**config.mk**
```make
export PLATFORM = sky130hd
export DESIGN_NAME = nbl_override
export DESIGN_NICKNAME = d
export VERILOG_FILES = /design/src/rtl/nbl_pkg.sv /design/src/rtl/nbl_override.sv
export SDC_FILE = /design/constraint.sdc
export NUM_CORES = 1
export LEC_CHECK = 0
export ABC_AREA = 1
export BUFFER_PORTS_ARGS = -buffer_cell sky130_fd_sc_hd__buf_4
export CORE_ASPECT_RATIO = 0.5
export CORE_MARGIN = 8
export CORE_UTILIZATION = 40
export CTS_BUF_LIST = sky130_fd_sc_hd__clkbuf_2 sky130_fd_sc_hd__clkbuf_4 sky130_fd_sc_hd__clkbuf_8
export DETAILED_ROUTE_END_ITERATION = 8
export GPL_TIMING_DRIVEN = 0
export PLACE_DENSITY = 0.66
export SYNTH_ARGS = -nofsm -noshare
export SYNTH_HDL_FRONTEND = slang
export SYNTH_SLANG_ARGS = --single-unit
```
**constraint.sdc**
```tcl
create_clock -name ref_clk -period 11.22 [get_ports ref_clk]
set_input_delay 1.683 -clock ref_clk [delete_from_list [all_inputs] [get_ports ref_clk]]
set_output_delay 1.683 -clock ref_clk [all_outputs]
set_load 0.1 [all_outputs]
```
**src/rtl/nbl_pkg.sv**
```systemverilog
// package for the neutral brake and limit override block
package nbl_pkg;
  localparam int STATUS_PERIOD_NS = 1000000;
  localparam int CLK_PERIOD_NS = 5;
  localparam logic [23:0] STATUS_PERIOD_CYC = 24'(STATUS_PERIOD_NS / CLK_PERIOD_NS);
  localparam int POL_HOLD_NS = 1000;
  localparam logic [7:0] POL_HOLD_CYC = 8'(POL_HOLD_NS / CLK_PERIOD_NS);
  localparam logic [23:0] PERIOD_ZERO = 24'h000000;
  localparam logic [7:0] HOLD_ZERO = 8'h00;
  localparam logic [15:0] IDX_ZERO = 16'h0000;
  typedef enum logic [1:0] {neutral_no_override, neutral_brake, neutral_coast} nbl_neutral_t;
  typedef enum logic [1:0] {
    limit_switches_only_mode, limit_switches_and_soft_mode, limits_all_disabled_mode
  } nbl_limit_mode_t;
  typedef enum logic [1:0] {force_none, forced_on, forced_off} nbl_force_t;
  typedef enum {st_run, st_pause} nbl_state_e;
  // one frame of periodic status
  typedef struct packed {
    logic [15:0] duty;
    logic [2:0] ctrl_mode;
    logic brake;
    logic fwd_pin;
    logic rev_pin;
    logic [31:0] control_loop_error;
    logic [31:0] sensor_pos;
    logic [31:0] sensor_vel;
    logic [31:0] quad_pos;
    logic [31:0] quad_vel;
    logic [15:0] idx_rises;
    logic pin_a;
    logic pin_b;
    logic pin_idx;
    logic [31:0] ana_pos;
    logic [31:0] ana_vel;
    logic [9:0] adc_raw;
  } nbl_status_t;
  // self-test summary
  typedef struct packed {
    nbl_force_t fwd_force;
    nbl_force_t rev_force;
    logic brake;
  } nbl_selftest_t;
endpackage

```
**src/rtl/nbl_override.sv**
```systemverilog
// neutral brake mode, limit override and periodic status logic
//
// How it works
// - indicator follows overridden brake or coast
// - override beats stored brake, store untouched
// - no override uses stored brake setting
// - forward and reverse enables overridden independently
// - three limit modes supported
// - self-test shows forced states and brake
// - polarity change briefly disables motor drive
// - separate polarity per limit input
// - status sent periodically, unsolicited
// - status sent in every control mode
// - status carries analog pos, vel, 10-bit adc
// - status carries duty, mode, brake, pins
// - status carries set point minus measurement
// - sensor from selected device, default quadrature
// - status carries quadrature values, index count, pins
// - stored settings change only on save or panel button
// - panel button toggles stored brake mode
`timescale 1ns/1ps
module nbl_override (
  input wire logic ref_clk,
  input wire logic resetn,
  input wire logic neutral_wr,
  input wire nbl_pkg::nbl_neutral_t neutral_sel,
  input wire logic limit_ovr_wr,
  input wire logic limit_ovr_fwd_en,
  input wire logic limit_ovr_rev_en,
  input wire logic limit_mode_wr,
  input wire nbl_pkg::nbl_limit_mode_t limit_mode_sel,
  input wire logic pol_wr,
  input wire logic pol_fwd_nc,
  input wire logic pol_rev_nc,
  input wire logic save,
  input wire logic save_brake,
  input wire logic save_fwd_nc,
  input wire logic save_rev_nc,
  input wire logic cal_button,
  input wire logic soft_fwd_trip,
  input wire logic soft_rev_trip,
  input wire logic fwd_pin,
  input wire logic rev_pin,
  input wire logic [15:0] duty,
  input wire logic [2:0] ctrl_mode,
  input wire logic [31:0] set_point,
  input wire logic feedback_sel_valid,
  input wire logic feedback_sel_analog,
  input wire logic [31:0] quad_pos,
  input wire logic [31:0] quad_vel,
  input wire logic pin_a,
  input wire logic pin_b,
  input wire logic pin_idx,
  input wire logic [31:0] ana_pos,
  input wire logic [31:0] ana_vel,
  input wire logic [9:0] adc_raw,
  output logic brake_led,
  output logic brake_active,
  output logic drive_enable,
  output logic fwd_block,
  output logic rev_block,
  output logic stored_brake,
  output logic stored_fwd_nc,
  output logic stored_rev_nc,
  output nbl_pkg::nbl_selftest_t selftest,
  output logic status_valid,
  output nbl_pkg::nbl_status_t status
);
  typedef struct packed {
    nbl_pkg::nbl_neutral_t neutral;
    nbl_pkg::nbl_force_t fwd_force;
    nbl_pkg::nbl_force_t rev_force;
    nbl_pkg::nbl_limit_mode_t limit_mode;
    logic fwd_nc;
    logic rev_nc;
    logic st_brake;
    logic st_fwd_nc;
    logic st_rev_nc;
    logic button_q;
    logic idx_q;
    logic [15:0] idx_rises;
    logic [7:0] hold;
    logic [23:0] period;
    logic brake_led;
    logic brake_active;
    logic drive_enable;
    logic fwd_block;
    logic rev_block;
    nbl_pkg::nbl_selftest_t selftest;
    logic status_valid;
    nbl_pkg::nbl_status_t status;
  } nbl_state_t;

  nbl_state_t s;
  nbl_state_t next_s;
  logic rst_q1;
  logic rst_q2;

  // reset release through two flops
  always_ff @(posedge ref_clk or negedge resetn) begin
    if (!resetn) begin
      rst_q1 <= 1'b0;
      rst_q2 <= 1'b0;
    end else begin
      rst_q1 <= 1'b1;
      rst_q2 <= rst_q1;
    end
  end

  // next state of the whole block
  always_comb begin
    logic brake_now;
    logic fwd_en;
    logic rev_en;
    logic fwd_trip;
    logic rev_trip;
    logic [31:0] meas;
    brake_now = 1'b0;
    fwd_en = 1'b0;
    rev_en = 1'b0;
    fwd_trip = 1'b0;
    rev_trip = 1'b0;
    meas = 32'h00000000;
    next_s = s;
    // neutral override selection
    if (neutral_wr) begin
      next_s.neutral = neutral_sel;
    end
    // limit enable overrides, each side its own value
    if (limit_ovr_wr) begin
      next_s.fwd_force = limit_ovr_fwd_en ? nbl_pkg::forced_on : nbl_pkg::forced_off;
      next_s.rev_force = limit_ovr_rev_en ? nbl_pkg::forced_on : nbl_pkg::forced_off;
    end
    if (limit_mode_wr) begin
      next_s.limit_mode = limit_mode_sel;
    end
    // polarity change pauses drive only when a value differs
    if (pol_wr) begin
      next_s.fwd_nc = pol_fwd_nc;
      next_s.rev_nc = pol_rev_nc;
      if (pol_fwd_nc != s.fwd_nc || pol_rev_nc != s.rev_nc) begin
        next_s.hold = nbl_pkg::POL_HOLD_CYC;
      end
    end
    // stored settings: save action, or panel button edge
    next_s.button_q = cal_button;
    if (save) begin
      next_s.st_brake = save_brake;
      next_s.st_fwd_nc = save_fwd_nc;
      next_s.st_rev_nc = save_rev_nc;
      next_s.fwd_nc = save_fwd_nc;
      next_s.rev_nc = save_rev_nc;
      if (save_brake != s.st_brake || save_fwd_nc != s.fwd_nc || save_rev_nc != s.rev_nc) begin
        next_s.hold = nbl_pkg::POL_HOLD_CYC;
      end
    end else if (cal_button && !s.button_q) begin
      next_s.st_brake = !s.st_brake;
    end
    if (s.hold != nbl_pkg::HOLD_ZERO && !(pol_wr || save)) begin
      next_s.hold = s.hold - 8'h01;
    end
    // active neutral behaviour
    case (s.neutral)
      nbl_pkg::neutral_brake: brake_now = 1'b1;
      nbl_pkg::neutral_coast: brake_now = 1'b0;
      default: brake_now = s.st_brake;
    endcase
    next_s.brake_active = brake_now;
    next_s.brake_led = brake_now;
    // limit enables from mode and overrides
    fwd_en = s.limit_mode != nbl_pkg::limits_all_disabled_mode;
    rev_en = fwd_en;
    if (s.fwd_force != nbl_pkg::force_none) begin
      fwd_en = s.fwd_force == nbl_pkg::forced_on;
    end
    if (s.rev_force != nbl_pkg::force_none) begin
      rev_en = s.rev_force == nbl_pkg::forced_on;
    end
    // disabled mode silences both inputs, forced or not
    if (s.limit_mode == nbl_pkg::limits_all_disabled_mode) begin
      fwd_en = 1'b0;
      rev_en = 1'b0;
    end
    // pin closed for open type reads high, tripped follows polarity
    fwd_trip = fwd_en && (fwd_pin ^ s.fwd_nc);
    rev_trip = rev_en && (rev_pin ^ s.rev_nc);
    if (s.limit_mode == nbl_pkg::limit_switches_and_soft_mode) begin
      fwd_trip = fwd_trip || soft_fwd_trip;
      rev_trip = rev_trip || soft_rev_trip;
    end
    next_s.fwd_block = fwd_trip;
    next_s.rev_block = rev_trip;
    next_s.drive_enable = next_s.hold == nbl_pkg::HOLD_ZERO;
    // self-test summary
    next_s.selftest.fwd_force = s.fwd_force;
    next_s.selftest.rev_force = s.rev_force;
    next_s.selftest.brake = brake_now;
    // index rising edge count
    next_s.idx_q = pin_idx;
    if (pin_idx && !s.idx_q) begin
      next_s.idx_rises = s.idx_rises + 16'h0001;
    end
    // measured value from selected feedback, quadrature by default
    meas = (feedback_sel_valid && feedback_sel_analog) ? ana_pos : quad_pos;
    // periodic unsolicited status, independent of control mode
    next_s.status_valid = 1'b0;
    if (s.period == nbl_pkg::PERIOD_ZERO) begin
      next_s.period = nbl_pkg::STATUS_PERIOD_CYC - 24'h000001;
      next_s.status_valid = 1'b1;
      next_s.status.duty = duty;
      next_s.status.ctrl_mode = ctrl_mode;
      next_s.status.brake = brake_now;
      next_s.status.fwd_pin = fwd_pin;
      next_s.status.rev_pin = rev_pin;
      next_s.status.control_loop_error = set_point - meas;
      next_s.status.sensor_pos = meas;
      next_s.status.sensor_vel =
        (feedback_sel_valid && feedback_sel_analog) ? ana_vel : quad_vel;
      next_s.status.quad_pos = quad_pos;
      next_s.status.quad_vel = quad_vel;
      next_s.status.idx_rises = s.idx_rises;
      next_s.status.pin_a = pin_a;
      next_s.status.pin_b = pin_b;
      next_s.status.pin_idx = pin_idx;
      next_s.status.ana_pos = ana_pos;
      next_s.status.ana_vel = ana_vel;
      next_s.status.adc_raw = adc_raw;
    end else begin
      next_s.period = s.period - 24'h000001;
    end
  end

  // state register; reset drops overrides, stored values default
  always_ff @(posedge ref_clk or negedge rst_q2) begin
    if (!rst_q2) begin
      s <= '0;
      s.neutral <= nbl_pkg::neutral_no_override;
      s.fwd_force <= nbl_pkg::force_none;
      s.rev_force <= nbl_pkg::force_none;
      s.limit_mode <= nbl_pkg::limit_switches_only_mode;
      s.st_brake <= 1'b1;
      s.brake_led <= 1'b1;
      s.brake_active <= 1'b1;
    end else begin
      s <= next_s;
    end
  end

  assign brake_led = s.brake_led;
  assign brake_active = s.brake_active;
  assign drive_enable = s.drive_enable;
  assign fwd_block = s.fwd_block;
  assign rev_block = s.rev_block;
  assign stored_brake = s.st_brake;
  assign stored_fwd_nc = s.st_fwd_nc;
  assign stored_rev_nc = s.st_rev_nc;
  assign selftest = s.selftest;
  assign status_valid = s.status_valid;
  assign status = s.status;
endmodule

```
==> results of run 1 <==
## power by group through the flow
stage / sequential [mW] / clock (mW) / combinational [mW]
2_1_floorplan: 1.47 / 0 / 0.958
3_3_place_gp: 1.47 / 0 / 1.27
3_5_place_dp: 1.45 / 0 / 1.31
4_1_cts: 1.43 / 1.19 / 1.31
5_1_grt: 1.44 / 1.24 / 1.37
6_report: 1.43 / 1.16 / 1.31
## worst max-delay path, stage by stage
cell and delay [ns]:
buf_4 0.12, nand2_2 0.13, buf_2 0.36, clkbuf_1 0.65, o21ai_0 0.52, ha_1 0.39
fa_1 0.39, inv_1 0.10, nand2_1 0.08, nand2_1 0.09, nand3_1 0.07, nand2_1 0.13
nand2_1 0.08, nand2_1 0.14, nand2_1 0.11, nand2_1 0.08, nand2_1 0.05, nand3_1 0.09
nand2_1 0.06
## layer usage
metal  track usage  wire, um  vias up  share of wire
met1         0.299     29200     8472           0.42
met4        0.0751      2160        0          0.031
li1              -         -     8455              -
met5             0         0        -              0
met3        0.0366      2990      109          0.043
met2         0.444     35900      448           0.51
## registers in the layout, indices dropped and copies added (netlist names), 4 cells and up
name,flops
selftest,5
status,275
s,56
next_s,4
## cell families after synthesis
kind of cell | after synthesis
AOI/OAI and AO/OA | 246
adders and majority gates | 18
buffers and inverters | 600
DFF | 350
muxes | 3
other | 1
and+or+nand+nor | 1184
xor gates and xnor gates | 48
## cells in the final DEF (no fill, tap or decap), drive strengths merged, types with 3 or more instances in the layout
master    n
nand2   906
buf     830
dfrtp   348
inv     239
o21ai   210
nand3   138
clkbuf  122
nor2    107
xor2     37
a21oi    24
ha       17
nand4    13
xnor2    11
clkinv   11
nor3      8
o21bai    7
nor4      6
or2       4
mux2      3
## per-stage QoR
stage | setup slack (ns) | util
final | 6.38 | 0.531
after global routing | 6.22 | 0.531
after global placement | -3.87 | 0.504
after floorplan | 0.747 | -
after detailed placement | 5.82 | 0.507
after CTS | 6.49 | 0.531
## worst paths after layout
check / to / slack (ns) / depth (start not counted)
hold / removal: rst_q2 / 0.36 / 0
hold reg to reg: rst_q2 / 0.36 / 0
setup / recovery: status[243] / 6.38 / 19
setup reg to reg: status[3] / 8.26 / 11
min in group asynchronous: selftest[3] / 0.47 / 0
max in group asynchronous: status[169] / 9.58 / 2
## area by class of cell
cell class | instances | area share
flip-flops and latches | 350 | 0.350
multi-input cells | 1500 | 0.279
repair buffers | 510 | 0.157
plain buffers | 361 | 0.101
clock buffers | 81 | 0.0401
inverters | 239 | 0.0359
well taps | 638 | 0.0319
clock inverters | 13 | 0.00535
diodes | 2 | 0.000200
==> impl_results.md, run 1 <==
- Num CTS Buffers: 53
- Final hold violation count: 0
- Drt wl/cell: 19.0 um
- Sw frac: 0.399
- RSZ-0062 raised after global routing: no
- Fill cells: 4608
- Yosys warns: 0
- First-pass GRT wire length: 105000 um
- Final ANT Viol Nets: 0
- Initial DRC count: 1270
- Post-synth net total: 2685
- Multi-input gate area: 6970 um2
- Sequential area share after synthesis: 0.457
- Critical path endpoint category: flip-flop
- Top cells by area, synth: dfrtp_1, nand2_1, buf_4
- Main synth FF type: dfrtp_1
- Clock Pin Slew Worst Setup and Hold Paths: 0.06 ns
- Logic gate share of total power: 0.335
- Core Area: 47100 um2
- Count leader, synth: nand2_1
- Pint: 2.34 mW
- Row cnt: 56
- Post-DP HPWL: 56200 um
- GR Overflow Total: 0
- Crit path kind: primary input to flip-flop
- Hold Startpoint: rst_q1
- Multiplexer share of the synthesized area: 0.00176
- Max H-tree Level: 2
- Status: complete, no violations
- Post-synthesis compound-gate area fraction: 0.0662
- Max Fclk: 0.207 GHz
- Synth Area in XOR/XNOR: 0.0220
- Final hold slack: 0.356 ns
- PD cells: 156 nW/um2
- Number of I/O port buffers: 505
- # clock sinks: 350
- CTS tree: done
- Area grow syn2layout: 30.7%
- Worst setup SP type: primary input
- Synth Area per Inst: 7.82 um2
- Largest family of logic cells by synthesized area: simple AND/OR/NAND/NOR gates
- Sequential Power Share: 0.367
- Register Area: 8760 um2
- Cells after Synth: 2450
- Arr. time, crit path: 5.34 ns
- Final Max Slew Viols: 0
- Post-placement cell count: 3598
- Min Clock Period, post-route: 4.84 ns
- Clock Power Share: 0.298
- Post_cts resized: 0
- Synth area leader: dfrtp_1
- Post-synth top area share: 0.455
- Yosys reg bits: 350
- Slew headroom: 0.344
- Area share of fa/ha/maj cells after synthesis: 0.0122
- DRC: 0
- IO Pins: 506
- Fin Setup TNS: 0 ns
- Die width: 325 um
- Final instance area: 25000 um2
- CP Launch Point: feedback_sel_valid
- Worst clock skew: 0.0403 ns
- Clock root buffer: clkbuf_8
- R2R Path Start: s[286]
- Crit Path Max Fanout: 10
- Async set or reset register ratio after synthesis: 1.00
- Net Sw Power: 1.55 mW
- Crit share post-route: 0.431
- Tot GR Track Use: 0.244
- Post-Synth Simple-Gate Area: 0.262
- CP required: 11.72 ns
- Placed cell area: 23900 um2
- Leak pwr: 14.0 nW
- Worst-Margin Slew: 0.984 ns
- Pre-antenna DRT Iters: 5
- Pin count of the biggest net entering global routing: 67
- Post-synth EDFFs: 0
- Vias per cell: 4.73
- Cell Area, Synth: 19200 um2
- Initial Util: 0.407
- Initial antenna violation count: 2
- Unique masters post-synth: 42
- DR vias: 17500
- Routed WL: 70200 um
- Post-CTS setup buffer count: 0
- Clock buffer depth: 3
- Hold Crit Class: flip-flop to flip-flop
- Worst skew pair latency: 0.65 ns
- Vias in the first global route: 17300
- Final #Nets: 3250
- Worst vdd ir: 0.0881 mV
- Total Power: 3.89 mW
- Die area: 55600 um2
- # Max-Cap Violations: 0
- Commonest cells in the netlist: nand2_1, dfrtp_1, buf_4
- Post-cts hold buffer count: 0
- Final setup viols: 0
- Post-Layout Cell Count: 3694
- Share of cells above drive strength 1: 0.341
- GP Congestion: 0.934
- DIE HEIGHT: 171 um
Note: power is estimated with default switching activity, not from simulation.
==> run 2: changes to the inputs <==
- PLACE_DENSITY: 0.66 -> unset
- clock period: 11.22 -> 4.7 ns (I/O delays scaled with it)
==> impl_results.md, run 2 (synthesis gave the netlist of run 1 again) <==
- Final setup viols: 0
- R2r setup slk: 1.74 ns
- Commonest non-fill, non-tap cell in the layout: nand2_1
- Post-DP HPWL: 55900 um
- Die width: 325 um
- Worst clock skew: 0.0501 ns
- Crit share post-route: 0.837
- Area grow syn2layout: 31.0%
- Worst-Margin Slew: 1.20 ns
- PD cells: 371 nW/um2
- Final Core Density: 0.533
- IO Pins: 506
- Largest register FFs: 275
- Crit-path most repeated cell: nand2_1
- Multi-input gate area: 6970 um2
- Row cnt: 56
- Num CTS Buffers: 54
- Critical path endpoint category: flip-flop
- Die area: 55600 um2
- Worst path buffer plus inverter count: 4
- Hold Crit Class: primary input to flip-flop
- Routed WL: 69500 um
- Tot GR Track Use: 0.241
- Worst setup SP type: primary input
- Vias per cell: 4.68
- DIE HEIGHT: 171 um
- Final ANT Viol Nets: 0
- Post-CTS setup buffer count: 0
- CTS tree: done
- Crit path kind: primary input to flip-flop
- Fin Setup TNS: 0 ns
- DR vias: 17300
- Leak pwr: 14.0 nW
- CP cell instances: buf_4 > nand2_2 > buf_2 > clkbuf_1 > o21ai_0 > ha_1 > fa_1 > inv_1 > nand2_1 > nand2_1 > nand3_1 > nand2_1 > nand2_1 > nand2_1 > nand2_1 > nand2_1 > nand2_1 > nand3_1 > nand2_1
- DRC: 0
- Post_cts resized: 0
- Final #Nets: 3253
- Fill cells: 4671
- Max H-tree Level: 2
- Crit Path Max Fanout: 10
- Initial DRC count: 1027
- CP required: 5.21 ns
- Min Clock Period, post-route: 3.94 ns
- GR Overflow Total: 0
- # Max-Cap Violations: 0
- Number of I/O port buffers: 505
- Initial antenna violation count: 6
- Worst skew pair latency: 0.66 ns
- First-pass GRT wire length: 104000 um
- Commonest cells after routing, fill and taps aside: nand2_1, buf_4, dfrtp_1
- Delay-heaviest family, CP: buffers and inverters
- Clock root buffer: clkbuf_8
- Initial Util: 0.407
- Pin count of the biggest net entering global routing: 66
- Slew headroom: 0.190
- Register Area: 8760 um2
- Pre-antenna DRT Iters: 5
- Worst vdd ir: 0.200 mV
- Max Fclk: 0.254 GHz
- Vias in the first global route: 17200
- Drt wl/cell: 18.8 um
- Final Max Slew Viols: 0
- Crit path max-delay cell type: clkbuf_1
- Core Area: 47100 um2
- Clock buffer depth: 3
- RSZ-0062 raised after global routing: no
- Status: complete, no violations
- Clock Pin Slew Worst Setup and Hold Paths: 0.07 ns
- Arr. time, crit path: 4.45 ns
- Largest stage delay, worst path: 0.61 ns
- GP Congestion: 0.919
- Final hold violation count: 0
- Share of cells above drive strength 1: 0.342
- # clock sinks: 350
run 2: changes by cell type in the layout (fill, tap and decap cells not counted), sizes merged:
cell and delta:
buf +1, bufinv -2, clkbuf +9, clkinv -4
diode +4, dlygate4sd3 +1
run 2: report_power, final:
group          total (mW)  switching, mW  internal (mW)
clock network        2.80           1.32           1.48
logic                3.11           2.25          0.866
registers            3.40          0.154           3.25
run 2: worst register-to-register path: cells and delay by family (launching register included):
kind                     cells  cell delay [ns]
adder cells (fa/ha/maj)      1             0.22
flip-flops                   1             0.42
AND/OR/NAND/NOR              7             0.75
buffers and inverters        3             1.48
run 2: repair_timing:
item | CTS | global route
hold buffers | 1 | 0
endpoints found under the hold margin | 2 | 0
setup endpoints to repair | 0 | 0
run 2: metal layers:
metal | up-vias | track usage | wire (um)
met2 | 418 | 0.429 | 35000
met3 | 139 | 0.0355 | 2800
met5 | - | 0 | 0
li1 | 8461 | - | -
met1 | 8298 | 0.298 | 29000
met4 | 0 | 0.0902 | 2680
run 2: final timing paths:
check | start | end | cells after the start
worst max-delay path | feedback_sel_valid | status[251] | 19
worst min-delay path | pin_idx | s[334] | 1
worst max register to register | s[286] | status[144] | 11
worst min register to register | rst_q2 | next_s[279] | 0
max in group asynchronous | rst_q2 | status[20] | 3
min in group asynchronous | rst_q2 | next_s[279] | 0
run 2: area by class of cell:
| cell class | count | share of cell area |
|---|---|---|
| Tap cell | 638 | 0.0318 |
| Clock inverter | 7 | 0.00239 |
| Timing Repair Buffer | 512 | 0.158 |
| Clock buffer | 90 | 0.0439 |
| Inverter | 239 | 0.0358 |
| Multi-Input combinational cell | 1500 | 0.278 |
| Antenna cell | 6 | 0.000598 |
| Sequential cell | 350 | 0.349 |
| Buffer | 361 | 0.100 |
run 2: metrics by stage:
stage,cells,hold WS (ns),cell area (um2),worst slack [ns],power (mW)
final,3703,0.160,25100,0.765,9.32
after global routing,3702,0.132,25100,0.706,9.71
after CTS,3697,0.111,25100,0.879,9.40
after detailed placement,3599,0.299,23900,0.220,6.58
after global placement,3593,0.337,23700,-0.372,6.54
after floorplan,2450,0.331,19200,1.24,5.79
